## src/isrf_params.svh

```systemverilog
// offsets, field positions, reset values for the split result block
// assumes a 32-bit classic wishbone slave with byte addresses
`ifndef ISRF_PARAMS_SVH
`define ISRF_PARAMS_SVH

// register byte offsets
`define ISRF_OFF_SPLIT_SEL   8'h00
`define ISRF_OFF_CTRL        8'h04
`define ISRF_OFF_RESULT_STAT 8'h08
`define ISRF_OFF_SUMMARY     8'h0C
`define ISRF_OFF_COUNT_W7LO  8'h10
`define ISRF_OFF_COUNT_W7HI  8'h14
`define ISRF_OFF_COUNT_W5HI  8'h18
`define ISRF_OFF_IRQ_STATUS  8'h1C
`define ISRF_OFF_IRQ_MASK    8'h20

// field positions
`define ISRF_POS_CS_SEL      8
`define ISRF_POS_FRAME       8
`define ISRF_POS_STATUS0     8
`define ISRF_POS_XERR_SUM    28
`define ISRF_POS_BABBLE_SUM  29
`define ISRF_POS_W5_SLOT0    8

// status bit positions inside a slot result
`define ISRF_STS_XERR        0
`define ISRF_STS_BABBLE      1
`define ISRF_STS_UNDERRUN    2

// interrupt event bits
`define ISRF_IRQ_DONE        0
`define ISRF_IRQ_XERR        1
`define ISRF_IRQ_BABBLE      2
`define ISRF_IRQ_UNDERRUN    3

// reset values
`define ISRF_RST_SEL         8'h00
`define ISRF_RST_IRQ         4'h0
`define ISRF_RST_FRAME       5'h00

`endif

```

## src/isrf_pkg.sv

```systemverilog
// types shared by the split result block, the engine stand-in and the bench
// assumes nothing beyond a systemverilog compiler
package isrf_pkg;

   // one result from the transfer engine
   typedef struct packed {
      logic [2:0] slot;
      logic       is_complete;
      logic [7:0] bytes;
      logic       xerr;
      logic       babble;
      logic       underrun;
   } isrf_result_t;

   // one stored slot entry: status over byte count
   typedef struct packed {
      logic [2:0] status;
      logic [7:0] bytes;
   } isrf_entry_t;

   // microframe tick from the frame timer
   typedef struct packed {
      logic [2:0] uframe;
      logic [4:0] frame;
   } isrf_tick_t;

endpackage

```

## src/isrf_slot_store.sv

```systemverilog
// per-slot store of byte count and status, one write port
// assumes writes come from logic on the same clock
module isrf_slot_store #(
   parameter int DEPTH = 8,
   parameter int WIDTH = 11
) (
   input  wire logic                     i_ref_clk,
   input  wire logic                     i_resetn,
   input  wire logic                     i_we,
   input  wire logic [$clog2(DEPTH)-1:0] i_waddr,
   input  wire logic [WIDTH-1:0]         i_wdata,
   output logic      [DEPTH*WIDTH-1:0]   o_rdata_all
);

   logic [DEPTH*WIDTH-1:0] mem_reg;
   logic [DEPTH*WIDTH-1:0] mem_next;

   // next contents: only the addressed entry changes
   always_comb begin
      mem_next = mem_reg;
      if (i_we) begin
         mem_next[i_waddr*WIDTH +: WIDTH] = i_wdata;
      end
   end

   // register the contents
   always_ff @(posedge i_ref_clk) begin
      if (!i_resetn) begin
         mem_reg <= '0;
      end else begin
         mem_reg <= mem_next;
      end
   end

   assign o_rdata_all = mem_reg;

endmodule

```

## src/isrf_top.sv

```systemverilog
// split interrupt result fields: schedule bits, slot results, summary
// assumes engine inputs are on i_ref_clk; registers over classic wishbone
module isrf_top (
   input  wire logic                  i_ref_clk,
   input  wire logic                  i_resetn,
   input  wire logic                  i_wb_cyc,
   input  wire logic                  i_wb_stb,
   input  wire logic                  i_wb_we,
   input  wire logic [7:0]            i_wb_adr,
   input  wire logic [3:0]            i_wb_sel,
   input  wire logic [31:0]           i_wb_dat,
   output logic      [31:0]           o_wb_dat,
   output logic                       o_wb_ack,
   input  wire logic                  i_uframe_tick,
   input  wire isrf_pkg::isrf_tick_t  i_tick,
   input  wire logic                  i_result_valid,
   input  wire isrf_pkg::isrf_result_t i_result,
   output logic                       o_ss_issue,
   output logic                       o_cs_issue,
   output logic      [2:0]            o_issue_slot,
   output logic                       o_irq
);

`include "isrf_params.svh"

   localparam int NSLOT = 8;
   localparam int EW    = 11;

   ////////////////////////////////////////////////////////////////////////
   // state
   logic [7:0]  ss_sel_reg, ss_sel_next;
   logic [7:0]  cs_sel_reg, cs_sel_next;
   logic        dir_in_reg, dir_in_next;
   logic [4:0]  frame_reg, frame_next;
   logic [7:0]  issued_reg, issued_next;
   logic [3:0]  irq_sts_reg, irq_sts_next;
   logic [3:0]  irq_msk_reg, irq_msk_next;
   logic        babble_sum_reg, babble_sum_next;
   logic        xerr_sum_reg, xerr_sum_next;
   logic        ack_reg, ack_next;
   logic [31:0] rdat_reg, rdat_next;
   logic        ss_iss_reg, ss_iss_next;
   logic        cs_iss_reg, cs_iss_next;
   logic [2:0]  slot_reg, slot_next;
   logic        irq_reg, irq_next;

   logic [NSLOT*EW-1:0]  store_q;
   logic                 rec;
   isrf_pkg::isrf_entry_t rec_entry;
   logic                 bus_req, bus_wr, bus_rd;
   logic [7:0]           ss_sw_set, cs_sw_set;
   logic [7:0]           ss_hw_clr, cs_hw_clr;
   logic                 frame_ok;
   logic [7:0]           any_babble, any_xerr;

   // byte count of one slot from the flat store
   function automatic logic [7:0] slot_bytes(
      input logic [NSLOT*EW-1:0] q,
      input int                  k
   );
      isrf_pkg::isrf_entry_t e;
      e = q[k*EW +: EW];
      return e.bytes;
   endfunction

   // status of one slot from the flat store
   function automatic logic [2:0] slot_status(
      input logic [NSLOT*EW-1:0] q,
      input int                  k
   );
      isrf_pkg::isrf_entry_t e;
      e = q[k*EW +: EW];
      return e.status;
   endfunction

   // one flag of one slot's status from the flat store
   function automatic logic slot_flag(
      input logic [NSLOT*EW-1:0] q,
      input int                  k,
      input int                  b
   );
      logic [2:0] s;
      s = slot_status(q, k);
      return s[b];
   endfunction

   ////////////////////////////////////////////////////////////////////////
   // slot results live in their own store
   isrf_slot_store #(
      .DEPTH (NSLOT),
      .WIDTH (EW)
   ) u_store (
      .i_ref_clk   (i_ref_clk),
      .i_resetn    (i_resetn),
      .i_we        (rec),
      .i_waddr     (i_result.slot),
      .i_wdata     (rec_entry),
      .o_rdata_all (store_q)
   );

   // record only for a slot with a split in flight, final phase only
   always_comb begin
      rec = i_result_valid && issued_reg[i_result.slot] &&
            (i_result.is_complete || !dir_in_reg);
      rec_entry.bytes = i_result.bytes;
      rec_entry.status[`ISRF_STS_XERR]     = i_result.xerr;
      rec_entry.status[`ISRF_STS_BABBLE]   = i_result.babble &&
                                             dir_in_reg;
      rec_entry.status[`ISRF_STS_UNDERRUN] = i_result.underrun &&
                                             !dir_in_reg;
   end

   ////////////////////////////////////////////////////////////////////////
   // bus decode and schedule bit updates
   always_comb begin
      bus_req  = i_wb_cyc && i_wb_stb && !ack_reg;
      bus_wr   = bus_req && i_wb_we;
      bus_rd   = bus_req && !i_wb_we;
      frame_ok = (i_tick.frame == frame_reg);
      ss_sw_set = '0;
      cs_sw_set = '0;
      if (bus_wr && i_wb_adr == `ISRF_OFF_SPLIT_SEL) begin
         ss_sw_set = i_wb_sel[0] ? i_wb_dat[7:0] : 8'h00;
         cs_sw_set = i_wb_sel[1] ? i_wb_dat[15:8] : 8'h00;
      end
      ss_hw_clr = '0;
      cs_hw_clr = '0;
      if (i_result_valid && !i_result.is_complete) begin
         ss_hw_clr[i_result.slot] = 1'b1;
      end
      // complete result clears the microframe of the last issued split
      if (i_result_valid && i_result.is_complete) begin
         cs_hw_clr[slot_reg] = 1'b1;
      end
      // set wins over clear on the same bit
      ss_sel_next = (ss_sel_reg & ~ss_hw_clr) | ss_sw_set;
      cs_sel_next = (cs_sel_reg & ~cs_hw_clr) | cs_sw_set;
      dir_in_next = dir_in_reg;
      frame_next  = frame_reg;
      if (bus_wr && i_wb_adr == `ISRF_OFF_CTRL) begin
         if (i_wb_sel[0]) begin
            dir_in_next = i_wb_dat[0];
         end
         if (i_wb_sel[1]) begin
            frame_next = i_wb_dat[`ISRF_POS_FRAME +: 5];
         end
      end
   end

   ////////////////////////////////////////////////////////////////////////
   // split issue at each microframe tick
   always_comb begin
      ss_iss_next = 1'b0;
      cs_iss_next = 1'b0;
      slot_next   = slot_reg;
      issued_next = issued_reg;
      if (rec) begin
         issued_next[i_result.slot] = 1'b0;
      end
      if (i_uframe_tick) begin
         if (ss_sel_reg[i_tick.uframe] && frame_ok) begin
            ss_iss_next = 1'b1;
            slot_next   = i_tick.uframe;
            issued_next[i_tick.uframe] = 1'b1;
         end else if (cs_sel_reg[i_tick.uframe] && dir_in_reg) begin
            cs_iss_next = 1'b1;
            slot_next   = i_tick.uframe;
         end
      end
   end

   ////////////////////////////////////////////////////////////////////////
   // summary flags over all slots
   generate
      for (genvar k = 0; k < NSLOT; k++) begin : g_sum
         assign any_babble[k] = slot_flag(store_q, k, `ISRF_STS_BABBLE);
         assign any_xerr[k]   = slot_flag(store_q, k, `ISRF_STS_XERR);
      end
   endgenerate

   always_comb begin
      babble_sum_next = |any_babble;
      xerr_sum_next   = |any_xerr;
   end

   ////////////////////////////////////////////////////////////////////////
   // interrupt status, mask, read data and ack
   always_comb begin
      logic [3:0] ev;
      logic [3:0] clr;
      ev  = '0;
      clr = '0;
      ev[`ISRF_IRQ_DONE]     = rec;
      ev[`ISRF_IRQ_XERR]     = rec && rec_entry.status[`ISRF_STS_XERR];
      ev[`ISRF_IRQ_BABBLE]   = rec && rec_entry.status[`ISRF_STS_BABBLE];
      ev[`ISRF_IRQ_UNDERRUN] = rec &&
                               rec_entry.status[`ISRF_STS_UNDERRUN];
      clr = (bus_rd && i_wb_adr == `ISRF_OFF_IRQ_STATUS) ?
            irq_sts_reg : 4'h0;
      irq_sts_next = (irq_sts_reg & ~clr) | ev;
      irq_msk_next = irq_msk_reg;
      if (bus_wr && i_wb_adr == `ISRF_OFF_IRQ_MASK && i_wb_sel[0]) begin
         irq_msk_next = i_wb_dat[3:0];
      end
      irq_next = |(irq_sts_next & irq_msk_next);
      ack_next = bus_req;
      rdat_next = rdat_reg;
      if (bus_rd) begin
         rdat_next = 32'h0000_0000;
         unique case (i_wb_adr)
            `ISRF_OFF_SPLIT_SEL: begin
               rdat_next[7:0] = ss_sel_reg;
               rdat_next[`ISRF_POS_CS_SEL +: 8] = cs_sel_reg;
            end
            `ISRF_OFF_CTRL: begin
               rdat_next[0] = dir_in_reg;
               rdat_next[`ISRF_POS_FRAME +: 5] = frame_reg;
            end
            `ISRF_OFF_RESULT_STAT: begin
               for (int k = 0; k < NSLOT; k++) begin
                  rdat_next[`ISRF_POS_STATUS0 + 3*k +: 3] =
                     slot_status(store_q, k);
               end
            end
            `ISRF_OFF_SUMMARY: begin
               rdat_next[`ISRF_POS_BABBLE_SUM] = babble_sum_reg;
               rdat_next[`ISRF_POS_XERR_SUM]   = xerr_sum_reg;
            end
            `ISRF_OFF_COUNT_W7LO: begin
               for (int k = 3; k < 7; k++) begin
                  rdat_next[8*(k-3) +: 8] = slot_bytes(store_q, k);
               end
            end
            `ISRF_OFF_COUNT_W7HI: begin
               rdat_next[7:0] = slot_bytes(store_q, 7);
            end
            `ISRF_OFF_COUNT_W5HI: begin
               for (int k = 0; k < 3; k++) begin
                  rdat_next[`ISRF_POS_W5_SLOT0 + 8*k +: 8] =
                     slot_bytes(store_q, k);
               end
            end
            `ISRF_OFF_IRQ_STATUS: rdat_next[3:0] = irq_sts_reg;
            `ISRF_OFF_IRQ_MASK:   rdat_next[3:0] = irq_msk_reg;
            default:              rdat_next = 32'h0000_0000;
         endcase
      end
   end

   ////////////////////////////////////////////////////////////////////////
   // register all state
   always_ff @(posedge i_ref_clk) begin
      if (!i_resetn) begin
         ss_sel_reg     <= `ISRF_RST_SEL;
         cs_sel_reg     <= `ISRF_RST_SEL;
         dir_in_reg     <= 1'b0;
         frame_reg      <= `ISRF_RST_FRAME;
         issued_reg     <= 8'h00;
         irq_sts_reg    <= `ISRF_RST_IRQ;
         irq_msk_reg    <= `ISRF_RST_IRQ;
         babble_sum_reg <= 1'b0;
         xerr_sum_reg   <= 1'b0;
         ack_reg        <= 1'b0;
         rdat_reg       <= 32'h0000_0000;
         ss_iss_reg     <= 1'b0;
         cs_iss_reg     <= 1'b0;
         slot_reg       <= 3'h0;
         irq_reg        <= 1'b0;
      end else begin
         ss_sel_reg     <= ss_sel_next;
         cs_sel_reg     <= cs_sel_next;
         dir_in_reg     <= dir_in_next;
         frame_reg      <= frame_next;
         issued_reg     <= issued_next;
         irq_sts_reg    <= irq_sts_next;
         irq_msk_reg    <= irq_msk_next;
         babble_sum_reg <= babble_sum_next;
         xerr_sum_reg   <= xerr_sum_next;
         ack_reg        <= ack_next;
         rdat_reg       <= rdat_next;
         ss_iss_reg     <= ss_iss_next;
         cs_iss_reg     <= cs_iss_next;
         slot_reg       <= slot_next;
         irq_reg        <= irq_next;
      end
   end

   // outputs straight from flip-flops
   assign o_wb_dat     = rdat_reg;
   assign o_wb_ack     = ack_reg;
   assign o_ss_issue   = ss_iss_reg;
   assign o_cs_issue   = cs_iss_reg;
   assign o_issue_slot = slot_reg;
   assign o_irq        = irq_reg;

   ////////////////////////////////////////////////////////////////////////
   // checks
   a_count_overwrite: assert property (@(posedge i_ref_clk)
      disable iff (!i_resetn)
      rec |=> slot_bytes(store_q, $past(i_result.slot)) ==
              $past(i_result.bytes))
      else $error("byte count not overwritten");

   a_slot_untouched: assert property (@(posedge i_ref_clk)
      disable iff (!i_resetn)
      !rec |=> $stable(store_q))
      else $error("slot changed without a scheduled split");

   a_record_gated: assert property (@(posedge i_ref_clk)
      disable iff (!i_resetn)
      (i_result_valid && !issued_reg[i_result.slot]) |=> $stable(store_q))
      else $error("unscheduled slot recorded");

   a_ss_clear_done: assert property (@(posedge i_ref_clk)
      disable iff (!i_resetn)
      (i_result_valid && !i_result.is_complete && ss_sw_set == 8'h00)
      |=> !ss_sel_reg[$past(i_result.slot)])
      else $error("start split bit not cleared");

   a_cs_clear_done: assert property (@(posedge i_ref_clk)
      disable iff (!i_resetn)
      (i_result_valid && i_result.is_complete && cs_sw_set == 8'h00)
      |=> !cs_sel_reg[$past(slot_reg)])
      else $error("complete split bit not cleared");

   a_ss_issue_slot: assert property (@(posedge i_ref_clk)
      disable iff (!i_resetn)
      (i_uframe_tick && ss_sel_reg[i_tick.uframe] && frame_ok)
      |=> o_ss_issue && !o_cs_issue && o_issue_slot == $past(i_tick.uframe))
      else $error("start split not issued in its microframe");

   a_cs_in_only: assert property (@(posedge i_ref_clk)
      disable iff (!i_resetn)
      o_cs_issue |-> $past(dir_in_reg) && $past(cs_sel_reg[i_tick.uframe]))
      else $error("complete split issued without IN or select");

   a_babble_in_only: assert property (@(posedge i_ref_clk)
      disable iff (!i_resetn)
      (rec && !dir_in_reg) |=>
      !slot_flag(store_q, $past(i_result.slot), `ISRF_STS_BABBLE))
      else $error("babble set for OUT");

   a_underrun_out: assert property (@(posedge i_ref_clk)
      disable iff (!i_resetn)
      (rec && dir_in_reg) |=>
      !slot_flag(store_q, $past(i_result.slot), `ISRF_STS_UNDERRUN))
      else $error("underrun set for IN");

   a_xerr_kept: assert property (@(posedge i_ref_clk)
      disable iff (!i_resetn)
      rec |=> slot_flag(store_q, $past(i_result.slot), `ISRF_STS_XERR)
              == $past(i_result.xerr))
      else $error("transaction error bit wrong");

   a_summary_flags: assert property (@(posedge i_ref_clk)
      disable iff (!i_resetn)
      ##1 (babble_sum_reg == $past(|any_babble)) &&
          (xerr_sum_reg == $past(|any_xerr)))
      else $error("summary flags out of step");

   a_ack_single: assert property (@(posedge i_ref_clk)
      disable iff (!i_resetn)
      (i_wb_cyc && i_wb_stb && !o_wb_ack) |=> o_wb_ack ##1 !o_wb_ack)
      else $error("ack not a single cycle");

endmodule

```

## config.mk

```make
export PLATFORM = sky130hd
export DESIGN_NAME = isrf_top
export DESIGN_NICKNAME = d
export VERILOG_FILES = /design/src/isrf_pkg.sv /design/src/isrf_slot_store.sv /design/src/isrf_top.sv
export VERILOG_INCLUDE_DIRS = /design/src /design/src/src
export SDC_FILE = /design/constraint.sdc
export NUM_CORES = 1
export LEC_CHECK = 0
export ABC_AREA = 1
export BUFFER_PORTS_ARGS = -buffer_cell sky130_fd_sc_hd__buf_2
export CAP_MARGIN = 30
export CORE_AREA = 4 4 133 135
export DETAILED_ROUTE_END_ITERATION = 10
export DIE_AREA = 0 0 137 139
export GPL_TIMING_DRIVEN = 0
export PLACE_DENSITY = 0.81
export SETUP_SLACK_MARGIN = 0.5
export SLEW_MARGIN = 20
export SYNTH_ARGS = -nofsm -noshare
export SYNTH_HDL_FRONTEND = slang
export SYNTH_HIERARCHICAL = 1
export SYNTH_SLANG_ARGS = --single-unit
```

## constraint.sdc

```tcl
create_clock -name i_ref_clk -period 3.1 [get_ports i_ref_clk]
set_clock_uncertainty 0.15 [all_clocks]
set_input_delay 0.775 -clock i_ref_clk [delete_from_list [all_inputs] [get_ports i_ref_clk]]
set_output_delay 0.775 -clock i_ref_clk [all_outputs]
set_load 0.01 [all_outputs]
```

; ---- Word-level counts from Yosys, hierarchy flattened
; Cells that the tools add are included.
[totals]
reg_bits = 167
input_bits = 74
output_inout_bits = 39
wordCells = 124
[classes]
n_addsub = 1
multipliers = 1
magnitude_cmp = 6
eq_ne = 9
shifts = 2
n_mux = 36
bitwise_logic = 15
n_reduce_logical = 38
[ops]
columns = operator, n
row1 = 88-bit bitwise mux, 1
row2 = 11-bit by 34-bit variable shift with 88-bit output (first input constant), 1
row3 = 11-bit by 34-bit variable part select with 88-bit output, 1
row4 = 8-bit 2-to-1 mux, 9
row5 = 12-bit case mux with 3 select lines, 1
row6 = 7-bit negator with 34-bit output, 1
row7 = 8-bit by 5-bit == test with 1-bit output (second input constant), 4
row8 = 5-bit case mux with 5 select lines, 1
row9 = 8-bit bitwise AND, 3
row10 = 8-bit inverter, 3
row11 = 8-bit OR, 3
row12 = 1-bit logical AND, 23
row13 = 8-bit by 4-bit == test with 1-bit output (second input constant), 2
row14 = 8-bit OR reduction, 2
row15 = 3-bit case mux with 5 select lines, 1
row16 = 3-bit by 4-bit less-than comparator with 1-bit output (second input constant), 3
row17 = 3-bit case mux with 4 select lines, 1
row18 = 4-bit case mux with 3 select lines, 1
row19 = 1-bit binary-select mux with 3-bit select, 3
row20 = 1-bit demux with 3-bit select, 3
row21 = 3-bit by 1-bit >= comparator with 1-bit output (second input constant), 3
row22 = 4-bit bitwise AND, 2
row23 = 8-bit by 3-bit == test with 1-bit output (second input constant), 1
row24 = 8-bit by 6-bit == test with 1-bit output (second input constant), 1
row25 = other kinds (18), 34

; ---- Depth between registers and ports, before layout
[logic_depth]
word_depth = 10
depth_mapped = 17
mapped_depth_nobuf = 14

; ---- Hierarchy
; The synthesis kept the hierarchy.
[modules_own_cells]
columns = module, n_inst, cells_per_inst, area_per_inst_um2, seq_area_each_um2
row1 = isrf_top, 1, 643, 4295.4, 1581.5
row2 = isrf_slot_store, 1, 611, 3882.5, 1761.7

; ---- Least setup slack after synthesis
; OpenSTA, ideal clock, no wires.
[synth_path]
path_type = input to register
from = input port i_result[13] (netlist name)
to = register u_store.mem_reg[67], in the netlist u_store/o_rdata_all[67]
setup_time_ns = 0.113
t_arrival_ns = 2.335
setup_slack_ns = 0.502
cell_stages = 15
cell_sequence = buf_2 > nor2_1 > nand3_1 > nand2_1 > nor2_1 > nand2_2 > nand2_1 > buf_4 > inv_1 > inv_1 > nor2_4 > nand2_2 > buf_2 > nor2_1 > nor2_1
[synth_via]
elab_chain_cells = 4
[synth_lines]
columns = item, line_no
row1 = "start, declared", isrf_top.sv:17  ; input wire isrf_pkg::isrf_result_t i_result,
row2 = 1-bit binary-select mux with 3-bit select, isrf_top.sv:103  ; rec = i_result_valid && issued_reg[i_result.slot] &&
row3 = 1-bit 2-to-1 mux (not written as such), isrf_top.sv:103
row4 = 1-bit logical AND (2 in a row), isrf_top.sv:103
row5 = net rec, isrf_top.sv:48  ; logic rec;
row6 = "end signal, assigned", isrf_slot_store.sv:31  ; mem_reg <= mem_next;
row7 = "end, declared", isrf_slot_store.sv:15  ; logic [DEPTH*WIDTH-1:0] mem_reg;
; The timed path passes the listed nets, and every way through them passes these cells. The select of a mux whose other input is x is not followed.
; A chain may end at the register's enable or synchronous reset.

; ---- Worst setup path after layout
[layout_path]
from = input port i_result[13] (netlist name)
to = register u_store.mem_reg[86], in the netlist u_store/o_rdata_all[86]
; Same word-level chain as after synthesis.

==> metrics.yaml <==
cts_made_buffers: 17
largest_reg_flops: 88
hold_slack_ns: 0.3150
power_frac_clock_pct: 46.0
cp_max_fo: 10
status: "finished clean"
postSynth.asyncResetShare_pct: 0
min_from: "o_wb_dat[28]"
timing.final.crit_share_pct: 80.07
max_stage_delay_ns: 0.25
reg2reg_slack_ns: 0.79
grt_pass1_vias: 7905
first_iter_violations: 996
drive_gt1_share_pct: 15.93
clk_pin_slew_worst_paths_ns: 0.06
critPathLaunchType: "input pin"
rsz0062_at_grt: "no"
nets: 1445
whs_path_depth: 2
slew_headroom_pct: 45.69
grt_remaining_overflow: 0
hold_viol: 0
synth_cell_type_count: 38
hold_buffers: 0
die_w_um: 137
required_ns: 3.32
ant_nets: 0
power.density_nw_per_um2: 481.4
initial_utilization_pct: 49.67
die_h_um: 139
via_per_inst: 5.318
syn-instance-count: 1254
p_leak_uw: 0.004619
worstMarginPinSlew_ns: 0.8147
cts-root-buf: "clkbuf_16"
first_pass_iters: 5
ios: 113
num_rows: 47
layout.cells.non_filler: 1601
ys_seq_elements: 167
ys.flop_type: "dfxtp_1"
fill_cells: 1563
fin_setup_tns_ns: 0
cts_tree: "built"
grt_pass1_wl_mm: 39.89
critPathKind: "input pin to flop"
power.switching_uw: 1095
cp.arrival_ns: 2.70
port-buffer-count: 92
p_int_uw: 3516
r2r_cells: 11
drc: 0
cts_max_level: 4
synth_edf_count: 0
core_um2: 16470
dp_cells: 1566
die-area_um2: 19040
n_antenna_cell: 0
fmax_ghz: 0.4029
synth_fp_nets: 1331
slowest_stage: "nor2_4"
cp_common_cell: "nand2_1"
clock_latency_ns: 0.43
ir_drop_uv: 428.0
min_path_type: "flop to flop"
r2r_start: "dir_in_reg"
routed_wl_mm: 25.77
p_seq_share_pct: 47.0
antenna_found_initial: 0
crit_path_end_kind: "flop"
setup_viol: 0
combPwrFrac_pct: 7.0
ys_seq_area_share_pct: 40.88
place.gp.congestion: 0.9413
min_period_ns: 2.482
maxCapViolations: 0
timing.rr.end: "u_store/o_rdata_all[86]"
area_growth_pct: 17.12
crit_path_cell_trace: "buf_2 -> buf_6 -> nor2_2 -> nand2_1 -> nor2_1 -> nor2_1 -> nand2_2 -> nand2_1 -> buf_6 -> inv_4 -> inv_2 -> nor2_4 -> nand2_4 -> buf_2 -> nand2_1 -> nand2_1 -> nor2_1"
syn_area_um2: 8178
clk_path_buf_depth: 2
grt_start_max_net_pins: 17
clock_sinks: 167
syn_avg_cell_area_um2: 6.521
slew_violations: 0
yosys_warnings: 6
dp_hpwl_mm: 19.06
gr-usage-all-layers_pct: 26.62
worstHoldEndpoint: "o_wb_dat[28]"
switching_share_pct: 23.76
wl_per_cell_um: 16.09
vias: 8514
-- final cells by class --
class,count,area [µm²],area share [%]
clock buffer,24,491.7,5.134
buffer,60,346.6,3.619
tap,220,275.3,2.874
inverter,134,509.2,5.317
timing repair buffer,95,485.5,5.069
multi-input combinational,893,4031,42.09
clock inverter,8,95.09,0.9928
sequential,167,3343,34.91
-- synth_stat cells (4+ instances only) --
| library cell | number | share of area, % |
|---|---|---|
| nand3_1 | 80 | 4.9 |
| nor2_4 | 7 | 0.96 |
| clkbuf_1 | 20 | 0.92 |
| inv_1 | 119 | 5.5 |
| nand2_1 | 386 | 18 |
| buf_6 | 4 | 0.55 |
| nor2_1 | 201 | 9.2 |
| buf_4 | 10 | 0.92 |
| nand4_1 | 15 | 1.1 |
| nand2_2 | 11 | 0.84 |
| o21ai_0 | 34 | 2.1 |
| dfxtp_1 | 167 | 41 |
| a21oi_1 | 82 | 5.0 |
| a31oi_1 | 4 | 0.31 |
| nor2_2 | 12 | 0.92 |
| inv_2 | 13 | 0.60 |
| nor3_1 | 12 | 0.73 |
| buf_2 | 23 | 1.4 |
| o211ai_1 | 6 | 0.55 |
| nor4_1 | 4 | 0.31 |
| o21ai_1 | 14 | 0.86 |
-- critical path: cells and delay by family --
| family | cells | cell delay [ns] |
|---|---|---|
| buffers and inverters | 6 | 0.80 |
| and+or+nand+nor | 11 | 1.11 |
-- kinds of logic after synthesis --
family | synth area share [%]
adder cells (fa/ha/maj) | 0.4590
AND/OR/NAND/NOR | 38.17
XOR/XNOR | 0.4285
flip-flops | 40.88
AO/OA/AOI/OAI | 9.930
buffers and inverters | 10.13
-- power by group through the flow --
| stage | registers, µW | clock network, µW | logic [µW] |
|---|---|---|---|
| after floorplan | 2210 | 0 | 175 |
| after global placement | 2210 | 0 | 302 |
| after detailed placement | 2210 | 0 | 306 |
| after CTS | 2170 | 2120 | 312 |
| after global routing | 2170 | 2210 | 348 |
| final | 2170 | 2120 | 324 |
-- stage by stage --
| step | setup WS (ns) | total power (µW) | utilization, % | instance area [µm²] |
|---|---|---|---|---|
| after floorplan | 0.5018 | 2389 | - | 8178 |
| after global placement | -0.1930 | 2516 | 54.13 | 8914 |
| after detailed placement | -0.2034 | 2519 | 54.13 | 8914 |
| after CTS | 0.5108 | 4598 | 57.94 | 9540 |
| after global routing | 0.4988 | 4726 | 58.17 | 9578 |
| final | 0.6178 | 4611 | 58.17 | 9578 |
-- worst max path at each step --
stage                     cells past startpoint         start                 endpoint
after floorplan                              15  i_result[13]  u_store/o_rdata_all[67]
after global placement                       17  i_result[12]  u_store/o_rdata_all[33]
after detailed placement                     17  i_result[12]  u_store/o_rdata_all[34]
after CTS                                    16  i_result[13]  u_store/o_rdata_all[82]
after global routing                         16  i_result[13]  u_store/o_rdata_all[62]
final                                        17  i_result[13]  u_store/o_rdata_all[86]
-- cells in the final DEF (no fill, tap or decap), types with 2 or more instances in the layout --
cell type     n
nor4_1        4
buf_2       109
o21ai_1      14
clkinvlp_4    2
nor2_2       12
a211oi_1      2
bufinv_16     2
nand2_1     386
ha_1          3
inv_4         2
inv_1       117
nor2_1      199
inv_2        14
o2111ai_1     2
nand3_1      80
nor2_4        9
buf_6         7
o21ai_0      34
a21oi_1      82
nand2_2       9
xor2_1        3
a41oi_1       3
buf_1         3
clkbuf_16    17
nor3_1       12
buf_4        16
nand4_1      15
nor2_8        3
a31oi_1       4
o211ai_1      6
nand2_4       4
clkbuf_8      4
dfxtp_1     167
clkbuf_1     22
clkinv_2      5
-- timing repair --
item / CTS / global route
gates cloned: 0 / 1
setup endpoints to repair: 81 / 70
hold endpoints to repair: 0 / 0
gates resized for setup: 14 / 6
setup buffers: 0 / 2
pin swaps: 1 / 4
-- routing by layer --
| layer | global-route usage [%] | part of all wire, % |
|---|---|---|
| met5 | 0 | 0 |
| met4 | 9.821 | 3.2 |
| met3 | 6.676 | 11 |
| met2 | 40.67 | 45 |
| met1 | 36.27 | 41 |
No activity file was read; power rests on OpenSTA's default activity.
